[config.mk]
export PLATFORM = sky130hd
export DESIGN_NAME = ods_regs
export DESIGN_NICKNAME = d
export VERILOG_FILES = /design/src/ods_pkg.sv /design/src/ods_sync.sv /design/src/ods_regs.sv
export SDC_FILE = /design/constraint.sdc
export NUM_CORES = 1
export LEC_CHECK = 0
export BUFFER_PORTS_ARGS = -buffer_cell sky130_fd_sc_hd__buf_2
export CAP_MARGIN = 40
export CORE_MARGIN = 3
export CORE_UTILIZATION = 45
export CTS_BUF_LIST = sky130_fd_sc_hd__clkbuf_8
export DETAILED_ROUTE_END_ITERATION = 10
export PLACE_DENSITY_LB_ADDON = 0.2
export SYNTH_ARGS = -nofsm -noshare
export SYNTH_HDL_FRONTEND = slang
export SYNTH_SLANG_ARGS = --single-unit
[constraint.sdc]
create_clock -name clock_in -period 2.1 [get_ports clock_in]
set_input_delay 0.42 -clock clock_in [delete_from_list [all_inputs] [get_ports clock_in]]
set_output_delay 0.42 -clock clock_in [all_outputs]
set_load 0.01 [all_outputs]
[src/ods_pkg.sv]
// Package with the register map, field layout and reset values of the output status block.
package ods_pkg;
	// Register offsets on the control port.
	localparam logic [7:0] ODS_ADDR_RLO_CTRL = 8'h5d;
	localparam logic [7:0] ODS_ADDR_PWR_STATE = 8'h5e;
	localparam logic [7:0] ODS_ADDR_SHORT_STATE = 8'h5f;
	localparam logic [7:0] ODS_ADDR_LATCHED = 8'h60;
	localparam logic [7:0] ODS_ADDR_LIVE = 8'h61;
	// Field positions of the right line-output control register.
	localparam int unsigned ODS_LEVEL_MSB = 7;
	localparam int unsigned ODS_LEVEL_LSB = 4;
	localparam int unsigned ODS_MUTE_BIT = 3;
	localparam int unsigned ODS_SETTLED_BIT = 1;
	localparam int unsigned ODS_POWER_BIT = 0;
	// Values after reset.
	localparam logic [3:0] ODS_LEVEL_RST = 4'h0;
	localparam logic ODS_UNMUTE_RST = 1'b0;
	localparam logic ODS_POWER_RST = 1'b0;
	localparam logic [5:0] ODS_STICKY_RST = 6'h00;
	localparam logic [7:0] ODS_RDATA_RST = 8'h00;
	// Layout of the synchronised status vector from the analog side.
	localparam int unsigned ODS_STAT_W = 15;
	localparam int unsigned ODS_ST_PENDING = 14;
	localparam int unsigned ODS_ST_DAC_L = 13;
	localparam int unsigned ODS_ST_DAC_R = 12;
	localparam int unsigned ODS_ST_LO_L = 11;
	localparam int unsigned ODS_ST_LO_R = 10;
	localparam int unsigned ODS_ST_HP_L = 9;
	localparam int unsigned ODS_ST_HP_R = 8;
	localparam int unsigned ODS_ST_COM_L = 7;
	localparam int unsigned ODS_ST_COM_R = 6;
	// Bits 5..2 are the four short indications, bits 1..0 the noise gates.
	localparam int unsigned ODS_ST_SHORT_MSB = 5;
	localparam int unsigned ODS_ST_NOISE_MSB = 1;
	localparam logic [ODS_STAT_W-1:0] ODS_STAT_RST = 15'h0000;
endpackage : ods_pkg

[src/ods_sync.sv]
// Two-flop synchroniser for a vector of independent status levels.
`timescale 1ns/1ps
`default_nettype none
module ods_sync
	import ods_pkg::*;
(
	// Clock and reset.
	input wire logic clock_in,
	input wire logic rst_in,
	// Asynchronous levels in, synchronised levels out.
	input wire logic [ODS_STAT_W-1:0] async_in,
	output logic [ODS_STAT_W-1:0] sync_out
);
	typedef struct packed {
		logic [ODS_STAT_W-1:0] first;
		logic [ODS_STAT_W-1:0] second;
	} ods_sync_state_t;

	ods_sync_state_t state;
	ods_sync_state_t next_state;

	// Each bit is crossed on its own, so bits of one event may land a cycle apart.
	always_comb
	begin
		next_state.first = async_in;
		next_state.second = state.first;
	end

	always_ff @(posedge clock_in)
	begin
		if (rst_in)
		begin
			state.first <= ODS_STAT_RST;
			state.second <= ODS_STAT_RST;
		end
		else
		begin
			state <= next_state;
		end
	end

	assign sync_out = state.second;
endmodule : ods_sync
`default_nettype wire

[src/ods_regs.sv]
// Output driver control and status flag registers behind the control port.
// What this block does
// - Upper nibble of line-out control sets level, code equals dB from 0 to 9.
// - Bit 3 mutes the right line-out driver when zero; resets muted.
// - Read-only bit 1 reads zero while gain pending, one when settled; resets one.
// - Bit 0 powers the right line-out driver fully when one; resets zero.
// - Power register bits 7 and 6 show left and right converter power.
// - Power register bits 4 to 1 show line-out and headphone driver power.
// - Short register bits 7 to 4 show shorts at the four headphone drivers.
// - Short register bits 3 and 2 show common driver power state.
// - Sticky register holds short events of the four drivers in bits 7 to 4.
// - Bits 1 and 0 of both flag registers show noise gate state.
// - Live flag register shows present conditions in the sticky layout.
`timescale 1ns/1ps
`default_nettype none
module ods_regs
	import ods_pkg::*;
(
	// Clock and reset.
	input wire logic clock_in,
	input wire logic rst_in,
	// Register access port.
	input wire logic [7:0] reg_addr_in,
	input wire logic reg_wr_in,
	input wire logic [7:0] reg_wdata_in,
	input wire logic reg_rd_in,
	output logic [7:0] reg_rdata_out,
	output logic reg_rvalid_out,
	// Analog status levels, asynchronous to the clock.
	input wire logic gain_pending_in,
	input wire logic [1:0] dac_powered_in,
	input wire logic [1:0] line_out_powered_in,
	input wire logic [1:0] headphone_powered_in,
	input wire logic [1:0] common_powered_in,
	input wire logic [3:0] short_detect_in,
	input wire logic [1:0] noise_gate_in,
	// Controls to the right line-out driver.
	output logic [3:0] right_line_out_level_out,
	output logic right_line_out_unmute_out,
	output logic right_line_out_power_out
);
	typedef struct packed {
		logic [3:0] level;
		logic unmute;
		logic power_up;
		logic [5:0] sticky;
		logic [7:0] rdata;
		logic rvalid;
	} ods_regs_state_t;

	ods_regs_state_t state;
	ods_regs_state_t next_state;
	logic [ODS_STAT_W-1:0] stat;
	logic [5:0] live;
	logic wr_ctrl;
	logic rd_sticky;

	// Places a six-bit flag set into the shared flag byte layout.
	function automatic logic [7:0] ods_flag_byte(input logic [5:0] flags);
		ods_flag_byte = {flags[5:2], 2'b00, flags[1:0]};
	endfunction : ods_flag_byte

	ods_sync u_sync (
		.clock_in(clock_in),
		.rst_in(rst_in),
		.async_in({gain_pending_in, dac_powered_in, line_out_powered_in,
			headphone_powered_in, common_powered_in, short_detect_in, noise_gate_in}),
		.sync_out(stat)
	);

	assign live = stat[ODS_ST_SHORT_MSB:0];
	assign wr_ctrl = reg_wr_in && (reg_addr_in == ODS_ADDR_RLO_CTRL);
	assign rd_sticky = reg_rd_in && (reg_addr_in == ODS_ADDR_LATCHED);

	always_comb
	begin
		next_state = state;
		next_state.rvalid = reg_rd_in;
		// Level codes above nine are the host's to avoid; they are stored as written.
		if (wr_ctrl)
		begin
			next_state.level = reg_wdata_in[ODS_LEVEL_MSB:ODS_LEVEL_LSB];
			next_state.unmute = reg_wdata_in[ODS_MUTE_BIT];
			next_state.power_up = reg_wdata_in[ODS_POWER_BIT];
		end
		// A new event in the clearing read cycle is kept, so no short goes unseen.
		if (rd_sticky)
		begin
			next_state.sticky = live;
		end
		else
		begin
			next_state.sticky = state.sticky | live;
		end
		if (reg_rd_in)
		begin
			if (reg_addr_in == ODS_ADDR_RLO_CTRL)
			begin
				next_state.rdata = {state.level, state.unmute, 1'b0,
					!stat[ODS_ST_PENDING], state.power_up};
			end
			else if (reg_addr_in == ODS_ADDR_PWR_STATE)
			begin
				next_state.rdata = {stat[ODS_ST_DAC_L], stat[ODS_ST_DAC_R], 1'b0,
					stat[ODS_ST_LO_L], stat[ODS_ST_LO_R], stat[ODS_ST_HP_L],
					stat[ODS_ST_HP_R], 1'b0};
			end
			else if (reg_addr_in == ODS_ADDR_SHORT_STATE)
			begin
				next_state.rdata = {stat[ODS_ST_SHORT_MSB:2], stat[ODS_ST_COM_L],
					stat[ODS_ST_COM_R], 2'b00};
			end
			else if (reg_addr_in == ODS_ADDR_LATCHED)
			begin
				next_state.rdata = ods_flag_byte(state.sticky);
			end
			else if (reg_addr_in == ODS_ADDR_LIVE)
			begin
				next_state.rdata = ods_flag_byte(live);
			end
			else
			begin
				next_state.rdata = ODS_RDATA_RST;
			end
		end
	end

	always_ff @(posedge clock_in)
	begin
		if (rst_in)
		begin
			state.level <= ODS_LEVEL_RST;
			state.unmute <= ODS_UNMUTE_RST;
			state.power_up <= ODS_POWER_RST;
			state.sticky <= ODS_STICKY_RST;
			state.rdata <= ODS_RDATA_RST;
			state.rvalid <= 1'b0;
		end
		else
		begin
			state <= next_state;
		end
	end

	assign reg_rdata_out = state.rdata;
	assign reg_rvalid_out = state.rvalid;
	assign right_line_out_level_out = state.level;
	assign right_line_out_unmute_out = state.unmute;
	assign right_line_out_power_out = state.power_up;
endmodule : ods_regs
`default_nettype wire

==> flow_summary_export.csv, run 1 <==
group,metric,value,unit
routing,dr.first_iter.drc_count,47,
synth,syn_area_per_cell,9.55,µm²
synth,syn-cell-area,1880,µm²
layout,diodes,0,
timing,worst_pin_slew,0.332,ns
layout,final_cell_area,2190,µm²
floorplan,die_area,4990,µm²
setup_path,r2r-start,"state[10]$_SDFF_PP0_",
layout,syn_to_final_growth,16.6,%
floorplan,ios,50,
clock_tree,cts_tree,"yes",
synth,synthTopCellsByArea,"dfxtp_1, nor2b_1, a21oi_1",
synth,synth-edff-count,0,
synth,yosysWarnings,0,
setup_path,worstRegToRegCells,5,
timing,rsz0062_at_grt,"false",
routing,viasPerCell,4.66,
timing,fin_crit_sh,77.0,%
synth,yosysMostFrequentCell,"dfxtp_1",
global_route,grt_max_degree,35,
clock_tree,clk_pin_slew,0.09,ns
layout,finish.utilization,56.9,%
timing,finalClockSkew,0.00252,ns
setup_path,critPathMaxFanout,3,
worst_hold_path,hold_end,"u_sync.next_state[6]$_SDFF_PP0_",
timing,min_period,1.62,ns
placed_design,place_inst,276,
routing,vias,1324,
clock_tree,clk_path_buf_depth,2,
routing,dr.pass1.iters,4,
worst_hold_path,worstHoldPathCells,2,
clock_tree,cts_buffers,5,
synth,yosys.area_share.xor_xnor,0,%
synth,synth.top_cell.area_share,54.3,%
setup_path,ff2ff_setup_slack,1.03,ns
routing,drc,0,
setup_path,path_class,"input pin to register",
layout,fin_nets,270,
global_route,grt_overflow,0,
synth,ys_types,31,
power,p_per_area,762,nW/µm²
floorplan,core_region_area,3850,µm²
clock_tree,clkLatencyLatePin,0.29,ns
setup_path,endpoint_kind,"register",
timing,slew_violations,0,
synth,synthFlopType,"dfxtp_1",
layout,finalNonFillerCells,284,
routing,wl_per_cell,11.0,µm
routing,final_antenna_net_count,0,
setup_path,required,2.31,ns
setup_path,arrival,1.82,ns
synth,synth_cells,197,
run_status,status,"finished, final reports clean",
timing,max_freq,0.618,GHz
routing,drt_wl_total,3120,µm
global_route,grt_pass1_wl,5130,µm
placed_design,gp_congestion,0.749,
synth,ys_ff_latch,51,
worst_hold_path,worstHoldStart,"common_powered_in[0]",
clock_tree,root_buffer,"clkbuf_8",
power,cellLeakagePower,0.900,nW
synth,yosys.area_share.simple,25.5,%
placed_design,detailedPlace.worstSlack,0.172,ns
synth,synth_top_family_by_area,"simple AND/OR/NAND/NOR gates",
layout,drive_above_1_share,27.5,%
clock_tree,htreeDepth,2,
timing,max_slew_margin,77.7,%
timing,setup_ws,0.483,ns
placed_design,placed_area,2100,µm²
setup_path,critPathLaunchType,"input pin",
job,drv_cap,0,
floorplan,dieHeight,70.6,µm
synth,seq_area_frac_synth,54.3,%
clock_tree,post_cts_buffers,0,
clock_tree,clock_sinks,51,
clock_tree,ctsResizeCount,0,
synth,synth_top_area_cell,"dfxtp_1",
synth,async_flop_share,0,%
floorplan,rows,22,
global_route,grt_pass1_vias,1142,
timing,hold_violations,0,
clock_tree,hold_buffers,0,
timing,fin_setup_tns,0,ns
timing,setup_viol,0,
synth,syn_nets,232,
setup_path,r2r_end,"reg_rdata_out[1]$_SDFFE_PP0P_",
synth,yosys-mux-area-fraction,1.80,%
floorplan,dieWidth,70.6,µm
placed_design,hpwl,2280,µm
floorplan,start_util,48.8,%
worst_hold_path,hold_path.class,"input pin to register",
global_route,track_usage,12.8,%
synth,yosys.area_share.adder,0,%
placed_design,port_buffers,47,
power,ir_worst_vdd,0.495,mV
synth,synth_compound_area_share,11.4,%
global_route,antenna_found_initial,0,
synth,netlist_top_cells_count,"dfxtp_1, nor2b_1, a21oi_1",
## cell type report
| type | count | area, µm² |
|---|---|---|
| repair buffers | 52 | 285 |
| flip-flops and latches | 51 | 1020 |
| clock inverters | 3 | 21.3 |
| inverters | 2 | 7.51 |
| well taps | 48 | 60.1 |
| clock buffers | 5 | 68.8 |
| multi-input cells | 123 | 728 |
| fillers | 370 | 1660 |
## power breakdown
part / switching, mW / leakage [nW] / internal, mW
clock: 0.301 / 0.0495 / 0.234
sequential: 0.0123 / 0.419 / 1.00
combinational: 0.0586 / 0.431 / 0.0590
total: 0.372 / 0.900 / 1.30
## sequential cells by signal, summed over array words and instances, names as in the netlist
register                   cells
u_sync.next_state             15
u_sync.sync_out               15
reg_rdata_out                  8
state                          6
right_line_out_level_out       4
reg_rvalid_out                 1
right_line_out_power_out       1
right_line_out_unmute_out      1
## cells by family after synthesis
family	Yosys count
AOI/OAI and AO/OA	33
buffers and inverters	23
DFF	51
muxes	3
and+or+nand+nor	87
## metrics by stage
stage	total power, mW	hold WS (ns)
2_1_floorplan	1.11	0.414
3_3_place_gp	1.16	0.418
3_5_place_dp	1.16	0.422
4_1_cts	1.70	0.318
5_1_grt	1.75	0.316
6_report	1.67	0.331
## worst max path at each step
stage | from | to | slack (ns) | cells after the start
4_1_cts | reg_addr_in[2] | reg_rdata_out[5]$_SDFFE_PP0P_ | 0.48 | 6
6_report | reg_addr_in[2] | reg_rdata_out[5]$_SDFFE_PP0P_ | 0.48 | 6
3_3_place_gp | reg_addr_in[2] | reg_rdata_out[5]$_SDFFE_PP0P_ | 0.19 | 6
2_1_floorplan | reg_addr_in[2] | reg_rdata_out[5]$_SDFFE_PP0P_ | 0.32 | 5
5_1_grt | reg_addr_in[2] | state[9]$_SDFF_PP0_ | 0.41 | 6
3_5_place_dp | reg_addr_in[2] | reg_rdata_out[5]$_SDFFE_PP0P_ | 0.17 | 6
## worst max-delay path: stages
cell	delay, ns
buf_2	0.10
or4b_4	0.55
mux2_2	0.30
nor3_4	0.13
nand2_1	0.07
a311oi_1	0.24
## layer usage
layer / wire length (µm) / vias up / track usage [%]
met2: 1390 / 37 / 20.5
met3: 228 / 2 / 4.12
li1: - / 723 / -
met4: 9 / 0 / 4.38
met1: 1480 / 562 / 16.3
met5: 0 / - / 0
## layout by cell type, fill, tap and decap left out, drive strengths merged
cell	count
a211oi	1
a21boi	3
a21oi	18
a22o	2
a311o	3
a311oi	1
a31o	1
a31oi	1
a32oi	2
buf	52
clkbuf	5
clkinv	2
dfxtp	51
inv	3
mux2	3
nand2	13
nand2b	4
nand3	11
nand3b	3
nand4	1
nand4b	1
nor2	18
nor2b	31
nor3	2
nor3b	1
nor4	1
o22ai	1
or4b	1
Note: power is estimated with default switching activity, not from simulation.
==> inputs of run 2 (changes only) <==
==> constraint.sdc (replaced) <==
create_clock -name clock_in -period 1.3 [get_ports clock_in]
set_input_delay 0.26 -clock clock_in [delete_from_list [all_inputs] [get_ports clock_in]]
set_output_delay 0.26 -clock clock_in [all_outputs]
set_load 0.01 [all_outputs]
==> flow_summary_export.csv, run 2 (synthesized netlist as in run 1, its figures left out) <==
group,metric,value,unit
power,power.share.switching,20.7,%
power,p_per_area,1250,nW/µm²
power,total_power,2.92,mW
floorplan,rows,22,
worst_hold_path,hold_path.class,"input pin to register",
timing,fin_setup_tns,-0.390,ns
setup_path,ff2ff_setup_slack,0.20,ns
run_status,violations,"setup timing",
routing,viasPerCell,4.71,
layout,diodes,0,
setup_path,critPathMaxFanout,3,
timing,min_period,1.39,ns
timing,worst_pin_slew,0.294,ns
routing,final_antenna_net_count,0,
setup_path,max_stage_delay,0.56,ns
global_route,grt_max_degree,34,
floorplan,dieHeight,70.6,µm
power,power_frac_seq,56.4,%
timing,setup_viol,10,
global_route,grt_pass1_vias,1290,
setup_path,cp_cell_sequence,"buf_6, or4b_4, mux2_4, nor3_4, nand2_1, a311oi_1",
floorplan,die_area,4990,µm²
floorplan,core_region_area,3850,µm²
power,ir_worst_vdd,0.744,mV
layout,mostFrequentLayoutCells,"dfxtp_1, buf_2, nor2b_1",
layout,final_common_cell,"dfxtp_1",
global_route,grt_overflow,0,
timing,max_freq,0.718,GHz
timing,slew_violations,0,
setup_path,path_class,"input pin to register",
clock_tree,cts_tree,"yes",
placed_design,detailedPlace.worstSlack,-0.425,ns
power,p_comb_share,7.6,%
timing,rsz0062_at_grt,"true",
setup_path,required,1.50,ns
timing,setup_ws,-0.0925,ns
clock_tree,clk_pin_slew,0.09,ns
floorplan,dieWidth,70.6,µm
timing,max_slew_margin,80.4,%
run_status,status,"finished, violations left",
placed_design,hpwl,2460,µm
routing,vias,1394,
power,cellLeakagePower,0.979,nW
setup_path,endpoint_kind,"register",
clock_tree,root_buffer,"clkbuf_8",
setup_path,cp_slowest_cell,"or4b_4",
layout,fillers,354,
power,clkPwrFrac,36.0,%
power,switching_power,603,µW
timing,hold_slack,0.171,ns
layout,fin_nets,282,
timing,finalClockSkew,0.0110,ns
setup_path,critPathTopFamily,"simple AND/OR/NAND/NOR gates",
layout,finish.utilization,60.7,%
clock_tree,clkLatencyLatePin,0.29,ns
routing,drc,0,
global_route,antenna_found_initial,0,
routing,drt_wl_total,3300,µm
power,p_int,2.32,mW
setup_path,critical_path_buf_inv_count,1,
clock_tree,clk_path_buf_depth,2,
global_route,track_usage,13.5,%
job,drv_cap,0,
timing,hold_violations,0,
placed_design,gp_congestion,0.822,
layout,drive_above_1_share,33.5,%
setup_path,arrival,1.59,ns
clock_tree,clock_sinks,51,
clock_tree,cts_buffers,5,
routing,dr.pass1.iters,4,
clock_tree,htreeDepth,2,
global_route,grt_pass1_wl,5420,µm
floorplan,ios,50,
routing,dr.first_iter.drc_count,45,
routing,wl_per_cell,11.1,µm
floorplan,start_util,48.8,%
placed_design,port_buffers,47,
setup_path,critPathLaunchType,"input pin",
layout,syn_to_final_growth,24.5,%
timing,fin_crit_sh,107,%
[run 2: repair_timing]
item	4_1_cts	5_1_grt
pin swaps	2	5
setup buffers	0	1
hold endpoints to repair	0	0
hold buffers	0	0
resized for setup	2	8
cloned	0	0
setup endpoints to repair	12	12
[run 2: path summary, 6_finish.rpt]
path                                    from                                to  cells after the start
max                           reg_addr_in[4]     reg_rdata_out[5]$_SDFFE_PP0P_                      6
min                        dac_powered_in[0]  u_sync.next_state[12]$_SDFF_PP0_                      2
max reg2reg             state[10]$_SDFF_PP0_     reg_rdata_out[1]$_SDFFE_PP0P_                      5
min reg2reg  u_sync.next_state[3]$_SDFF_PP0_     u_sync.sync_out[3]$_SDFF_PP0_                      1
[run 2: final cells by class]
class | instances | area [µm²] | area share (%)
repair buffers | 64 | 373 | 15.9
flip-flops and latches | 51 | 1020 | 43.6
multi-input cells | 123 | 768 | 32.8
clock inverters | 3 | 42.5 | 1.82
well taps | 48 | 60.1 | 2.57
inverters | 2 | 7.51 | 0.321
clock buffers | 5 | 68.8 | 2.94
[run 2: metal layers]
| metal | global-route usage (%) | vias to the layer above | wire length [µm] |
|---|---|---|---|
| met1 | 15.6 | 606 | 1490 |
| met3 | 4.40 | 4 | 196 |
| met4 | 5.01 | 0 | 27 |
| met2 | 23.4 | 35 | 1580 |
| met5 | 0 | - | 0 |
| li1 | - | 749 | - |
[run 2: stage by stage]
stage          instances  instance area [µm²]
2_1_floorplan        197                 1890
3_3_place_gp         287                 2180
3_5_place_dp         287                 2180
4_1_cts              295                 2300
5_1_grt              296                 2340
6_report             296                 2340
[run 2: worst register-to-register path, cell delays in order (launching register included)]
cell     delay, ns
dfxtp_1       0.36
inv_1         0.05
nor4_1        0.27
a31oi_1       0.07
o22ai_1       0.15
a31o_1        0.15
[run 2: power by group through the flow]
stage          registers, mW  logic (mW)  clock network [mW]
6_report                1.65       0.222                1.05
5_1_grt                 1.65       0.249                1.15
4_1_cts                 1.64       0.218                1.08
3_5_place_dp            1.68       0.214                   0
3_3_place_gp            1.68       0.211                   0
2_1_floorplan           1.68       0.124                   0
